<file path="config.mk">
export PLATFORM = sky130hd
export DESIGN_NAME = conditional_branch_evaluator
export DESIGN_NICKNAME = d
export VERILOG_FILES = /design/src/hw/cbe_pkg.sv /design/src/hw/conditional_branch_evaluator.sv
export SDC_FILE = /design/constraint.sdc
export NUM_CORES = 1
export LEC_CHECK = 0
export CORE_MARGIN = 1.5
export CORE_UTILIZATION = 42
export DETAILED_ROUTE_END_ITERATION = 16
export DONT_BUFFER_PORTS = 1
export PLACE_DENSITY = 0.7
export SYNTH_ARGS = -nofsm -noshare
export SYNTH_HDL_FRONTEND = slang
export SYNTH_SLANG_ARGS = --single-unit
</file>
<file path="constraint.sdc">
create_clock -name ref_clk -period 1.5 [get_ports ref_clk]
set_input_delay 0.075 -clock ref_clk [delete_from_list [all_inputs] [get_ports ref_clk]]
set_output_delay 0.075 -clock ref_clk [all_outputs]
set_load 0.02 [all_outputs]
</file>
<file path="src/hw/cbe_pkg.sv">
`default_nettype none
package cbe_pkg;
   // Program counter and displacement widths
   localparam int PC_W = 16;
   localparam int OFS_W = 7;
   localparam logic [15:0] PC_RESET = 16'h0000;
   localparam logic [15:0] PC_ONE = 16'h0001;
   // Cycle costs of a branch
   localparam logic [1:0] CYC_NOT_TAKEN = 2'h1;
   localparam logic [1:0] CYC_TAKEN = 2'h2;

   // Branch condition selector
   typedef enum logic [3:0] {
      branch_none = 4'h0,
      branch_unsigned_lower = 4'h1,
      branch_on_negative = 4'h2,
      branch_on_plus = 4'h3,
      branch_signed_ge = 4'h4,
      branch_signed_less = 4'h5,
      branch_half_carry_set = 4'h6,
      branch_half_carry_clear = 4'h7,
      branch_transfer_bit_set = 4'h8,
      branch_transfer_bit_clear = 4'h9,
      branch_overflow_set = 4'hA,
      branch_carry_clear = 4'hB,
      branch_unsigned_same_or_higher = 4'hC
   } cbe_cond_type;

   // Status flags as held in the status register
   typedef struct packed {
      logic t;
      logic h;
      logic v;
      logic n;
      logic c;
   } cbe_flags_type;

   // Decoded branch request
   typedef struct packed {
      logic valid;
      cbe_cond_type cond;
      logic [6:0] offset;
   } cbe_req_type;

   // Sequencer states, Gray along the taken path
   typedef enum logic [1:0] {
      ST_IDLE = 2'b00,
      ST_SECOND = 2'b01
   } cbe_state_type;
endpackage
`default_nettype wire

</file>
<file path="src/hw/conditional_branch_evaluator.sv">
// Contract
// [RULE_01] Unsigned-lower branch taken exactly when carry is one.
// [RULE_02] Negative branch taken exactly when negative flag is one.
// [RULE_03] Plus branch taken exactly when negative flag is zero.
// [RULE_04] Signed greater-or-equal taken when negative xor overflow is zero.
// [RULE_05] Signed less-than taken when negative xor overflow is one.
// [RULE_06] Half-carry-set branch taken when half carry is one.
// [RULE_07] Half-carry-clear branch taken when half carry is zero.
// [RULE_08] Transfer-bit-set branch taken when transfer bit is one.
// [RULE_09] Transfer-bit-clear branch taken when transfer bit is zero.
// [RULE_10] Overflow-set branch taken when overflow flag is one.
// [RULE_11] Carry-clear branch taken when carry is zero.
// [RULE_12] Same-or-higher branch taken when carry is zero, like carry-clear.
// [RULE_13] Taken branch loads program counter with itself plus offset plus one.
// [RULE_14] Flags untouched; one cycle not taken, two cycles taken.
// [RULE_15] Offset is signed, sign-extended to program counter width.
// [RULE_16] Flags tested are the committed status register values.
`timescale 1ns/10ps
`default_nettype none
module conditional_branch_evaluator (
   input wire logic ref_clk,
   input wire logic rst,
   input wire cbe_pkg::cbe_req_type req,
   input wire cbe_pkg::cbe_flags_type flags,
   input wire logic [15:0] pcIn,
   output logic [15:0] pcOut,
   output logic pcLoad,
   output logic taken,
   output logic busy,
   output logic done,
   output logic [1:0] cycles,
   output var cbe_pkg::cbe_flags_type flagsOut
);
   import cbe_pkg::*;

   cbe_state_type state_ff;
   cbe_state_type nxt_state;
   logic [15:0] pcOut_ff;
   logic pcLoad_ff;
   logic taken_ff;
   logic busy_ff;
   logic done_ff;
   logic [1:0] cycles_ff;
   cbe_flags_type flagsOut_ff;

   // Condition decode straight from the committed flags
   wire logic nxorV = flags.n ^ flags.v;
   wire logic condTrue =
      (req.cond == branch_unsigned_lower) ? flags.c :          // RULE_01
      (req.cond == branch_on_negative) ? flags.n :             // RULE_02
      (req.cond == branch_on_plus) ? ~flags.n :                // RULE_03
      (req.cond == branch_signed_ge) ? ~nxorV :                // RULE_04
      (req.cond == branch_signed_less) ? nxorV :               // RULE_05
      (req.cond == branch_half_carry_set) ? flags.h :          // RULE_06
      (req.cond == branch_half_carry_clear) ? ~flags.h :       // RULE_07
      (req.cond == branch_transfer_bit_set) ? flags.t :        // RULE_08
      (req.cond == branch_transfer_bit_clear) ? ~flags.t :     // RULE_09
      (req.cond == branch_overflow_set) ? flags.v :            // RULE_10
      (req.cond == branch_carry_clear) ? ~flags.c :            // RULE_11
      (req.cond == branch_unsigned_same_or_higher) ? ~flags.c : // RULE_12
      1'b0;
   // Requests during the second cycle are ignored; the core stalls then
   wire logic accept = req.valid && (state_ff == ST_IDLE);
   wire logic takeNow = accept && condTrue;
   // Sign extension lets branches run backward as well as forward
   wire logic [15:0] offsetExt = {{(PC_W - OFS_W){req.offset[6]}}, req.offset}; // RULE_15
   wire logic [15:0] target = pcIn + offsetExt + PC_ONE; // RULE_13

   // Taken branch spends one extra cycle in ST_SECOND
   always_comb begin
      nxt_state = state_ff;
      case (state_ff)
         ST_IDLE: begin
            if (takeNow) begin
               nxt_state = ST_SECOND; // RULE_14
            end
         end
         ST_SECOND: begin
            nxt_state = ST_IDLE;
         end
         default: begin
            nxt_state = ST_IDLE;
         end
      endcase
   end

   // State and answer registers
   always_ff @(posedge ref_clk or posedge rst) begin
      if (rst) begin
         state_ff <= ST_IDLE;
         pcOut_ff <= PC_RESET;
         pcLoad_ff <= 1'b0;
         taken_ff <= 1'b0;
         busy_ff <= 1'b0;
         done_ff <= 1'b0;
         cycles_ff <= 2'h0;
      end else begin
         state_ff <= nxt_state;
         pcLoad_ff <= takeNow;
         taken_ff <= takeNow;
         busy_ff <= takeNow;
         // Done marks the last cycle of the instruction
         done_ff <= (accept && !condTrue) || (state_ff == ST_SECOND);
         if (takeNow) begin
            pcOut_ff <= target; // RULE_13
         end
         if (accept) begin
            cycles_ff <= condTrue ? CYC_TAKEN : CYC_NOT_TAKEN; // RULE_14
         end
      end
   end

   // Flags pass through unchanged, sampled from the committed register
   always_ff @(posedge ref_clk or posedge rst) begin
      if (rst) begin
         flagsOut_ff <= '0;
      end else begin
         flagsOut_ff <= flags; // RULE_14 RULE_16
      end
   end

   assign pcOut = pcOut_ff;
   assign pcLoad = pcLoad_ff;
   assign taken = taken_ff;
   assign busy = busy_ff;
   assign done = done_ff;
   assign cycles = cycles_ff;
   assign flagsOut = flagsOut_ff;

   // Helper: expected target computed independently
   wire logic [15:0] expTarget = pcIn + {{9{req.offset[6]}}, req.offset} + 16'h0001;

   property p_target;
      @(posedge ref_clk) disable iff (rst)
      (req.valid && state_ff == ST_IDLE && condTrue) |=> (pcLoad && pcOut == $past(expTarget));
   endproperty
   a_target: assert property (p_target) else $error("Taken branch target wrong"); // RULE_13

   property p_lower;
      @(posedge ref_clk) disable iff (rst)
      (accept && req.cond == branch_unsigned_lower) |=> (taken == $past(flags.c));
   endproperty
   a_lower: assert property (p_lower) else $error("Lower branch decision wrong"); // RULE_01

   property p_neg;
      @(posedge ref_clk) disable iff (rst)
      (accept && (req.cond == branch_on_negative || req.cond == branch_on_plus))
         |=> (taken == ($past(flags.n) == ($past(req.cond) == branch_on_negative)));
   endproperty
   a_neg: assert property (p_neg) else $error("Sign branch decision wrong"); // RULE_02 RULE_03

   property p_signed;
      @(posedge ref_clk) disable iff (rst)
      (accept && (req.cond == branch_signed_ge || req.cond == branch_signed_less))
         |=> (taken == (($past(flags.n) ^ $past(flags.v)) == ($past(req.cond) == branch_signed_less)));
   endproperty
   a_signed: assert property (p_signed) else $error("Signed branch decision wrong"); // RULE_04 RULE_05

   property p_half;
      @(posedge ref_clk) disable iff (rst)
      (accept && (req.cond == branch_half_carry_set || req.cond == branch_half_carry_clear))
         |=> (taken == ($past(flags.h) == ($past(req.cond) == branch_half_carry_set)));
   endproperty
   a_half: assert property (p_half) else $error("Half carry branch decision wrong"); // RULE_06 RULE_07

   property p_tbit;
      @(posedge ref_clk) disable iff (rst)
      (accept && (req.cond == branch_transfer_bit_set || req.cond == branch_transfer_bit_clear))
         |=> (taken == ($past(flags.t) == ($past(req.cond) == branch_transfer_bit_set)));
   endproperty
   a_tbit: assert property (p_tbit) else $error("Transfer bit branch decision wrong"); // RULE_08 RULE_09

   property p_ovf;
      @(posedge ref_clk) disable iff (rst)
      (accept && req.cond == branch_overflow_set) |=> (taken == $past(flags.v));
   endproperty
   a_ovf: assert property (p_ovf) else $error("Overflow branch decision wrong"); // RULE_10

   property p_carry_clr;
      @(posedge ref_clk) disable iff (rst)
      (accept && (req.cond == branch_carry_clear || req.cond == branch_unsigned_same_or_higher))
         |=> (taken == !$past(flags.c));
   endproperty
   a_carry_clr: assert property (p_carry_clr) else $error("Carry clear branch decision wrong"); // RULE_11 RULE_12

   property p_cycles;
      @(posedge ref_clk) disable iff (rst)
      (accept && condTrue) |=> (cycles == 2'h2 && !done) ##1 (done && !busy);
   endproperty
   a_cycles: assert property (p_cycles) else $error("Taken branch cycle count wrong"); // RULE_14

   property p_flags;
      @(posedge ref_clk) disable iff (rst)
      1'b1 |=> (flagsOut == $past(flags));
   endproperty
   a_flags: assert property (p_flags) else $error("Flags altered"); // RULE_14 RULE_16

   property p_sext;
      @(posedge ref_clk) disable iff (rst)
      (accept && condTrue && req.offset[6])
         |=> (pcOut == $past(pcIn) - (16'h0080 - {9'h000, $past(req.offset)}) + 16'h0001);
   endproperty
   a_sext: assert property (p_sext) else $error("Backward offset not sign extended"); // RULE_15

   // Untaken branch finishes in its first cycle with no load
   property p_not_taken;
      @(posedge ref_clk) disable iff (rst)
      (accept && !condTrue) |=> (done && !taken && !pcLoad && !busy && cycles == CYC_NOT_TAKEN);
   endproperty
   a_not_taken: assert property (p_not_taken) else $error("Untaken branch answer wrong"); // RULE_14

   // Core stalls in the extra cycle; a request there must leave no trace
   property p_refused;
      @(posedge ref_clk) disable iff (rst)
      (state_ff == ST_SECOND) |=> (!taken && !pcLoad && !busy && $stable(pcOut));
   endproperty
   a_refused: assert property (p_refused) else $error("Request in extra cycle was answered"); // RULE_14

   // Empty condition code is a one-cycle no-op
   property p_none;
      @(posedge ref_clk) disable iff (rst)
      (accept && req.cond == branch_none) |=> (done && !taken);
   endproperty
   a_none: assert property (p_none) else $error("Empty condition branch taken"); // RULE_14

   c_taken: cover property (@(posedge ref_clk) disable iff (rst) accept && condTrue);
   c_not_taken: cover property (@(posedge ref_clk) disable iff (rst) accept && !condTrue);
   c_backward: cover property (@(posedge ref_clk) disable iff (rst) accept && condTrue && req.offset[6]);
   c_back2back: cover property (@(posedge ref_clk) disable iff (rst) (accept && !condTrue) ##1 accept);
endmodule
`default_nettype wire

</file>
==> results.cfg, run 1 <==
[status]
status = finished with violations
violations = DRC, setup timing

[yosys]
yosysWarnings = 0
synth_area_sq_mm = 0.00197
synthDistinctLibCells = 47
synth_area_per_cell_sq_um = 9.83
ys_ff_latch = 26
syn_nets = 251
synth_ff_type = dfrtp_1
async_reset_ff_frac = 1.00
synth_edf_count = 0
synth_seq_area_share = 0.331
synthCells = 200

[setup_path]
critPathBufInv = 1
rr_worst_depth = 5
worstPathCellList = nand2b_4 -> a211o_1 -> o21a_4 -> buf_8 -> mux2_4
critPathCaptureType = flip-flop
cp.required_ps = 1660
reg2reg_to = pcOut[12]
cpMaxStageDelayCell = dfrtp_1
r2r_start = state_ff[0]
r2r_slack_ps = -50
crit_fanout = 10
critical_path_class = reg -> reg
arrival_ps = 1710
startpoint_type = flip-flop
max_stage_delay_ps = 390
cp_top_family = compound AO/OA/AOI/OAI gates

[route]
drt-wirelength-per-cell_microns = 15.1
drt-initial-drc-count = 58
vias = 1646
ant_nets = 0
routed_wl_microns = 4390
vias_per_cell = 5.68
drt_pass1_iterations = 10
drc = 5

[power_and_ir_drop]
p_per_area_mw_per_mm2 = 1100
irDropWorstVdd_mv = 0.526
cellLeakagePower_nw = 1.16

[sta]
finalSetupViolCount = 9
min_period_ps = 1550
finalCritPeriodShare = 1.03
clock_skew_ps = 2.59
final.setup.worst_slack_ps = -48.5
slew_viol_final = 0
finalHoldViolations = 0
rsz0062_at_grt = true
tightest_slew_ps = 532
timing.fmax_mhz = 646
slew_headroom = 0.645

[placement]
place_area_sq_mm = 0.00231
dp_hpwl_microns = 3520
place_ws_ps = -293
port_buffers = 0
gp_congestion = 0.831
place_inst = 277

[cells_and_area]
n_antenna_cell = 0
fin_area_sq_mm = 0.00250
area_delta_synth_final_pct = 27.2
instances_no_fill = 290
layout-drive-gt1-share = 0.282
fillers = 391
final_nets = 290
final_util = 0.563

[floorplanning]
core-area_sq_mm = 0.00444
fp.dieH_microns = 71.4
placementRows = 24
die-area_sq_mm = 0.00510
die_x_microns = 71.4
start_util = 0.443
io_pins = 62

[global_routing]
grt_first_pass_wirelength_microns = 7610
grt_use_total = 0.182
gr-total-overflow = 0
antenna_found_initial = 0
grt_pass1_vias = 1661
grt_max_degree = 27

[min_path]
min_from = req[0]
whs_endpoint = pcOut[0]
hold_class = in -> reg
min_path_cells = 3

[cts]
clk_latency_ps = 270
h-tree-depth = 1
root_buffer = clkbuf_8
cts_made_buffers = 3
clk_path_buf_depth = 2
clkTransAtPathRegs_ps = 90
cts_tree = built
cts.sinks = 26

[flow_run]
cap_violations = 0
[cell usage after synthesis, drive strengths merged, types with 2 or more instances]
cell type | number | area share
nand2 | 8 | 0.015
inv | 12 | 0.023
mux2 | 11 | 0.069
o21ai | 9 | 0.023
o21a | 6 | 0.023
ha | 15 | 0.095
nor2 | 7 | 0.013
a211o | 4 | 0.018
and3 | 4 | 0.013
and3b | 2 | 0.0089
nor2b | 4 | 0.013
o31ai | 4 | 0.015
dfrtp | 26 | 0.33
a21boi | 3 | 0.013
a21o | 7 | 0.027
a211oi | 2 | 0.0076
nor3 | 5 | 0.013
xnor2 | 6 | 0.027
a21oi | 12 | 0.031
nand2b | 2 | 0.0064
o211ai | 9 | 0.034
mux2i | 2 | 0.010
a31oi | 6 | 0.019
nand4 | 2 | 0.0064
buf | 5 | 0.025
clkbuf | 5 | 0.0095
o211a | 2 | 0.010
xor2 | 5 | 0.022
[logic make-up after synthesis]
family | after synthesis | share of synthesized area
DFF | 26 | 0.331
adders and majority gates | 16 | 0.106
AOI/OAI and AO/OA | 73 | 0.274
buffers and inverters | 22 | 0.0572
muxes | 13 | 0.0789
xor gates and xnor gates | 11 | 0.0490
and+or+nand+nor | 39 | 0.105
[final cells by class]
type | instances | area (sq um) | share of cell area
well taps | 52 | 65.1 | 0.0260
repair buffers | 44 | 359 | 0.143
clock inverters | 1 | 30.0 | 0.0120
clock buffers | 3 | 41.3 | 0.0165
flip-flops and latches | 26 | 651 | 0.260
inverters | 12 | 62.6 | 0.0250
multi-input cells | 152 | 1290 | 0.517
[worst reg2reg max path: cells and delay by family (launching register included)]
| family | cells | cell delay, ps |
|---|---|---|
| buf+inv | 1 | 150 |
| simple gates | 1 | 140 |
| compound gates | 2 | 480 |
| flops | 1 | 390 |
| mux | 1 | 290 |
[metal layers]
layer | part of all wire | wire (microns) | track usage | up-vias
met3 | 0.044 | 193 | 0.0281 | 7
met1 | 0.45 | 2000 | 0.239 | 766
met5 | 0 | 0 | 0 | -
met2 | 0.49 | 2140 | 0.305 | 47
met4 | 0.015 | 65 | 0.0662 | 0
li1 | - | - | - | 826
[through the flow]
step | TNS, ps | total power [mW] | hold WS (ps)
6_report | -259 | 2.74 | 33.8
5_1_grt | -747 | 2.92 | 18.9
4_1_cts | -588 | 2.76 | 43.3
3_5_place_dp | -2280 | 2.15 | 44.3
3_3_place_gp | -1800 | 2.13 | 41.3
2_1_floorplan | -1370 | 1.90 | 106
[layout by cell type (no fill, tap or decap), types with 3 or more instances in the layout]
master / instances
o31ai_1: 4
nand2_1: 8
dlygate4sd3_1: 7
nor3_1: 5
ha_4: 3
buf_4: 35
a21oi_1: 12
o211ai_1: 9
dfrtp_1: 26
xnor2_1: 6
a211o_1: 4
ha_1: 12
mux2_4: 6
inv_1: 9
mux2_2: 5
and3_1: 4
o21ai_1: 3
o21ai_0: 6
a31oi_1: 6
clkbuf_8: 3
nor2b_1: 4
nor2_1: 7
a21o_1: 7
xor2_1: 5
o21a_1: 5
[where the power goes]
part,switching [mW],internal [mW],leakage (nW)
clock network,0.218,0.357,0.0357
logic,0.361,0.502,0.815
registers,0.406,0.900,0.309
[worst max-delay path by stage]
stage | cells past startpoint | to | slack [ps] | startpoint
after floorplan | 9 | pcOut[10] | -200 | pcIn[0]
after global placement | 9 | pcOut[10] | -240 | pcIn[0]
after detailed placement | 9 | pcOut[10] | -290 | pcIn[0]
after CTS | 5 | pcOut[12] | -80 | state_ff[0]
after global routing | 5 | pcOut[12] | -90 | state_ff[0]
final | 5 | pcOut[12] | -50 | state_ff[0]
[flip-flops by register name, summed over array words and instances (netlist names)]
register  count
busy          1
state_ff      1
flagsOut      5
done          1
pcOut        16
cycles        2
[repair_timing]
| action | in CTS | in global routing |
|---|---|---|
| hold buffers | 7 | 0 |
| gates resized for setup | 2 | 6 |
| pin swaps | 0 | 3 |
| endpoints found under the setup margin | 12 | 16 |
| buffers inserted | 2 | 0 |
| hold endpoints to repair | 32 | 0 |
Note: power is estimated with default switching activity, not from simulation.
==> run 2, diff against run 1 <==
--- a/config.mk
+++ b/config.mk
@@ -5,11 +5,13 @@
 export SDC_FILE = /design/constraint.sdc
 export NUM_CORES = 1
 export LEC_CHECK = 0
+export CELL_PAD_IN_SITES_DETAIL_PLACEMENT = 1
+export CELL_PAD_IN_SITES_GLOBAL_PLACEMENT = 1
 export CORE_MARGIN = 1.5
-export CORE_UTILIZATION = 42
+export CORE_UTILIZATION = 43
 export DETAILED_ROUTE_END_ITERATION = 16
 export DONT_BUFFER_PORTS = 1
-export PLACE_DENSITY = 0.7
+export PLACE_DENSITY = 0.87
 export SYNTH_ARGS = -nofsm -noshare
 export SYNTH_HDL_FRONTEND = slang
 export SYNTH_SLANG_ARGS = --single-unit
==> run 2 against run 1 <==
Against the previous run: the flow finishes with violations (setup timing); worst setup slack lost 37 ps; register-to-register slack lost 40 ps; clock power about the same.
==> results.cfg, run 2 (synthesis results as in run 1) <==
[power_and_ir_drop]
total_power_mw = 2.78
irDropWorstVdd_mv = 0.484
cellLeakagePower_nw = 1.17
power_frac_clock = 0.208
p_switching_mw = 1.02
p_per_area_mw_per_mm2 = 1110
pwr-share-comb = 0.323
switching_share = 0.367
seq_power_share = 0.470
p_int_mw = 1.76

[sta]
rsz0062_at_grt = true
finalSetupTns_ps = -748
min_period_ps = 1590
slew_viol_final = 0
slew_headroom = 0.651
tightest_slew_ps = 524
finalHoldViolations = 0
timing.fmax_mhz = 631
final.setup.worst_slack_ps = -85.6
finalSetupViolCount = 11
clock_skew_ps = 3.58
finalCritPeriodShare = 1.06
timing.hold.ws_ps = 52.8

[floorplanning]
start_util = 0.449
die-area_sq_mm = 0.00499
core-area_sq_mm = 0.00438
fp.dieH_microns = 70.6
die_x_microns = 70.6
io_pins = 62
placementRows = 24

[status]
status = finished with violations
violations = setup timing

[cells_and_area]
area_delta_synth_final_pct = 27.9
largest_reg_flops = 16
n_antenna_cell = 0
final_nets = 292
final_common_cell = buf_4
layout-drive-gt1-share = 0.300
layout_common_cells = buf_4, dfrtp_1, a21oi_1, ha_1

[min_path]
min_from = req[0]
hold_class = in -> reg

[cts]
clk_path_buf_depth = 2
clk_latency_ps = 270
clkTransAtPathRegs_ps = 90
root_buffer = clkbuf_8
cts_tree = built
cts.sinks = 26
cts_made_buffers = 3
h-tree-depth = 1

[placement]
gp_congestion = 0.861
port_buffers = 0
dp_hpwl_microns = 4080

[flow_run]
cap_violations = 0

[global_routing]
gr-total-overflow = 0
grt_first_pass_wirelength_microns = 8650
grt_use_total = 0.210
grt_max_degree = 27
antenna_found_initial = 0
grt_pass1_vias = 1886

[route]
drt-wirelength-per-cell_microns = 17.3
vias_per_cell = 5.83
vias = 1703
drt-initial-drc-count = 74
drc = 0
routed_wl_microns = 5040
ant_nets = 0
drt_pass1_iterations = 4

[setup_path]
startpoint_type = flip-flop
startpoint = state_ff[0]
cp.required_ps = 1660
critical_path_class = reg -> reg
cpMaxStageDelayCell = dfrtp_1
max_stage_delay_ps = 390
critPathBufInv = 1
cp_top_family = compound AO/OA/AOI/OAI gates
critPathCaptureType = flip-flop
worstPathCellList = nand2b_4 -> a211o_1 -> o21a_2 -> buf_6 -> mux2_4
r2r_start = state_ff[0]
crit_fanout = 6
arrival_ps = 1750
-- run 2: worst paths after layout --
check | endpoint | slack (ps) | cells after the start
worst max-delay path | pcOut[12] | -90 | 5
worst min-delay path | pcOut[0] | 50 | 3
worst max register to register | pcOut[12] | -90 | 5
worst min register to register | pcOut[8] | 650 | 2
max in group asynchronous | pcOut[11] | 950 | 3
min in group asynchronous | pcOut[3] | 300 | 3
-- run 2: final cells by class --
| class | count | area [sq um] |
|---|---|---|
| fill | 481 | 1870 |
| multi-input combinational | 152 | 1290 |
| sequential | 26 | 651 |
| timing repair buffer | 46 | 370 |
| tap | 52 | 65.1 |
| inverter | 12 | 62.6 |
| clock buffer | 3 | 41.3 |
| clock inverter | 1 | 30.0 |
-- run 2: through the flow --
stage	setup slack, ps	instances	util	instance area, sq um
6_report	-85.6	292	0.574	2510
2_1_floorplan	-204	200	-	2060
5_1_grt	-137	292	0.574	2510
3_3_place_gp	-228	279	0.531	2330
3_5_place_dp	-290	279	0.531	2330
4_1_cts	-77.1	291	0.566	2480
-- run 2: what timing repair did --
| action | 4_1_cts | 5_1_grt |
|---|---|---|
| endpoints found under the setup margin | 12 | 14 |
| hold buffers | 7 | 0 |
| gates cloned | 0 | 1 |
| endpoints found under the hold margin | 32 | 0 |
| pin swaps | 0 | 2 |
| gates resized for setup | 1 | 7 |
| buffers inserted | 1 | 0 |
-- run 2: metal layers --
metal  vias to the layer above  global-route usage  part of all wire
met5                         -                   0                 0
met4                         0              0.0881             0.026
met3                        10              0.0328             0.048
met2                        53               0.367              0.50
met1                       815               0.259              0.43
li1                        825                   -                 -
-- run 2: power groups by stage --
stage	clock network [mW]	registers, mW	logic (mW)
detailed placement	0	1.32	0.851
global route	0.619	1.33	0.992
floorplan	0	1.26	0.635
CTS	0.586	1.31	0.877
global placement	0	1.32	0.809
finish	0.577	1.31	0.897
-- run 2: worst min-delay path, cell delays in order --
cell and delay, ps:
inv_6 30, ha_4 110, o21ai_0 70
==> run 3, diff against run 2 <==
--- a/config.mk
+++ b/config.mk
@@ -6,12 +6,12 @@
 export NUM_CORES = 1
 export LEC_CHECK = 0
 export CELL_PAD_IN_SITES_DETAIL_PLACEMENT = 1
-export CELL_PAD_IN_SITES_GLOBAL_PLACEMENT = 1
+export CELL_PAD_IN_SITES_GLOBAL_PLACEMENT = 2
 export CORE_MARGIN = 1.5
-export CORE_UTILIZATION = 43
+export CORE_UTILIZATION = 34
 export DETAILED_ROUTE_END_ITERATION = 16
 export DONT_BUFFER_PORTS = 1
-export PLACE_DENSITY = 0.87
+export PLACE_DENSITY = 0.86
 export SYNTH_ARGS = -nofsm -noshare
 export SYNTH_HDL_FRONTEND = slang
 export SYNTH_SLANG_ARGS = --single-unit
==> run 3 against run 2 <==
Against the previous run: the flow still finishes with violations (setup timing); largest cell class unchanged; flip-flop and latch count is the same; clock power shrank 23%; count of clock-buffer cells in the layout grew 1; global-route usage shrank 4.1 points; via count shrank 1.5%; highest routed layer unchanged; cell count grew 6.2%; core utilization shrank 11 points; combinational power grew 3.6%; maximum frequency shrank 0.26%.
==> results.cfg, run 3 (synthesis results as in run 1) <==
[cts]
root_buffer = clkbuf_8
h-tree-depth = 1
clk_path_buf_depth = 2
clk_latency_ps = 260
cts_made_buffers = 3
clkTransAtPathRegs_ps = 90
cts.sinks = 26
cts_tree = built

[power_and_ir_drop]
irDropWorstVdd_mv = 0.489
p_per_area_mw_per_mm2 = 1050
cellLeakagePower_nw = 1.17

[sta]
clock_skew_ps = 2.69
slew_headroom = 0.645
slew_viol_final = 0
final.setup.worst_slack_ps = -89.8
rsz0062_at_grt = true
tightest_slew_ps = 532
finalCritPeriodShare = 1.06
finalHoldViolations = 0
finalSetupViolCount = 10
timing.fmax_mhz = 629
min_period_ps = 1590

[setup_path]
crit_fanout = 11
cp.required_ps = 1660
critical_path_class = reg -> reg
critPathCaptureType = flip-flop
arrival_ps = 1750
startpoint_type = flip-flop
r2r_start = state_ff[0]
startpoint = state_ff[0]

[route]
drc = 0
vias = 1677
drt_pass1_iterations = 4
ant_nets = 0
routed_wl_microns = 5160
vias_per_cell = 5.41
drt-initial-drc-count = 51
drt-wirelength-per-cell_microns = 16.7

[floorplanning]
placementRows = 27
io_pins = 62
fp.dieH_microns = 79.1
start_util = 0.355
die-area_sq_mm = 0.00625
core-area_sq_mm = 0.00554
die_x_microns = 79.1

[cells_and_area]
layout_common_cells = buf_4, dfrtp_1, a21oi_1, ha_1
fillers = 651
area_delta_synth_final_pct = 29.6
final_util = 0.460
layout-drive-gt1-share = 0.294
n_antenna_cell = 0
instances_no_fill = 310
final_nets = 290
final_common_cell = buf_4
largest_reg_flops = 16

[placement]
dp_hpwl_microns = 4120
place_inst = 298
gp_congestion = 0.833
port_buffers = 0

[status]
violations = setup timing
status = finished with violations

[min_path]
min_from = req[0]
hold_class = in -> reg

[global_routing]
antenna_found_initial = 0
grt_max_degree = 27
grt_use_total = 0.169
grt_first_pass_wirelength_microns = 8570
gr-total-overflow = 0
grt_pass1_vias = 1794

[flow_run]
cap_violations = 0
==> run 3: changes by cell type in the layout (fill, tap and decap cells not counted), sizes merged <==
| cell | before | now |
|---|---|---|
| buf | 38 | 37 |
| bufinv | 1 | 0 |
==> run 3: cell type report <==
type | count | area (sq um) | share of cell area
Timing Repair Buffer | 44 | 364 | 0.143
Clock buffer | 4 | 55.1 | 0.0216
Sequential cell | 26 | 651 | 0.255
Tap cell | 72 | 90.1 | 0.0353
Multi-Input combinational cell | 152 | 1330 | 0.520
Inverter | 12 | 62.6 | 0.0245
==> run 3: path summary, 6_finish.rpt <==
| check | cells past startpoint | slack, ps | to |
|---|---|---|---|
| setup / recovery | 5 | -90 | pcOut[1] |
| hold / removal | 3 | 50 | pcOut[0] |
| setup reg to reg | 5 | -90 | pcOut[1] |
| hold reg to reg | 2 | 580 | done |
| max in group asynchronous | 3 | 940 | state_ff[0] |
| min in group asynchronous | 3 | 300 | pcOut[2] |
==> run 3: power by group <==
| group | leakage [nW] | switching, mW | internal, mW |
|---|---|---|---|
| clock | 0.0288 | 0.212 | 0.234 |
| combinational | 0.827 | 0.407 | 0.521 |
| sequential | 0.309 | 0.412 | 0.900 |
==> run 3: timing repair <==
action	in CTS	in global routing
pin swaps	0	4
hold buffers	7	0
endpoints found under the hold margin	32	0
resized for setup	2	10
setup buffers	1	0
endpoints found under the setup margin	11	14
==> run 3: stage by stage <==
| step | total power [mW] | worst slack, ps | hold WS (ps) | TNS, ps | area [sq um] |
|---|---|---|---|---|---|
| 6_report | 2.69 | -89.8 | 53.0 | -719 | 2550 |
| 3_3_place_gp | 2.15 | -241 | 42.0 | -2080 | 2360 |
| 3_5_place_dp | 2.19 | -313 | 50.7 | -2680 | 2360 |
| 2_1_floorplan | 1.90 | -204 | 106 | -1370 | 2060 |
| 4_1_cts | 2.67 | -91.3 | 52.1 | -721 | 2500 |
| 5_1_grt | 2.86 | -133 | 47.9 | -1280 | 2550 |
==> run 3: critical path, stage by stage, from the launching register on <==
cell	delay, ps
dfrtp_1	400
nand2b_4	150
a211o_1	260
o21a_4	230
buf_12	150
mux2_4	290
==> run 3: layer usage <==
| metal | vias to the layer above | GRT usage | share of wire |
|---|---|---|---|
| met4 | 0 | 0.0404 | 0.0083 |
| met5 | - | 0 | 0 |
| met1 | 810 | 0.213 | 0.44 |
| li1 | 820 | - | - |
| met3 | 6 | 0.0230 | 0.044 |
| met2 | 41 | 0.304 | 0.51 |
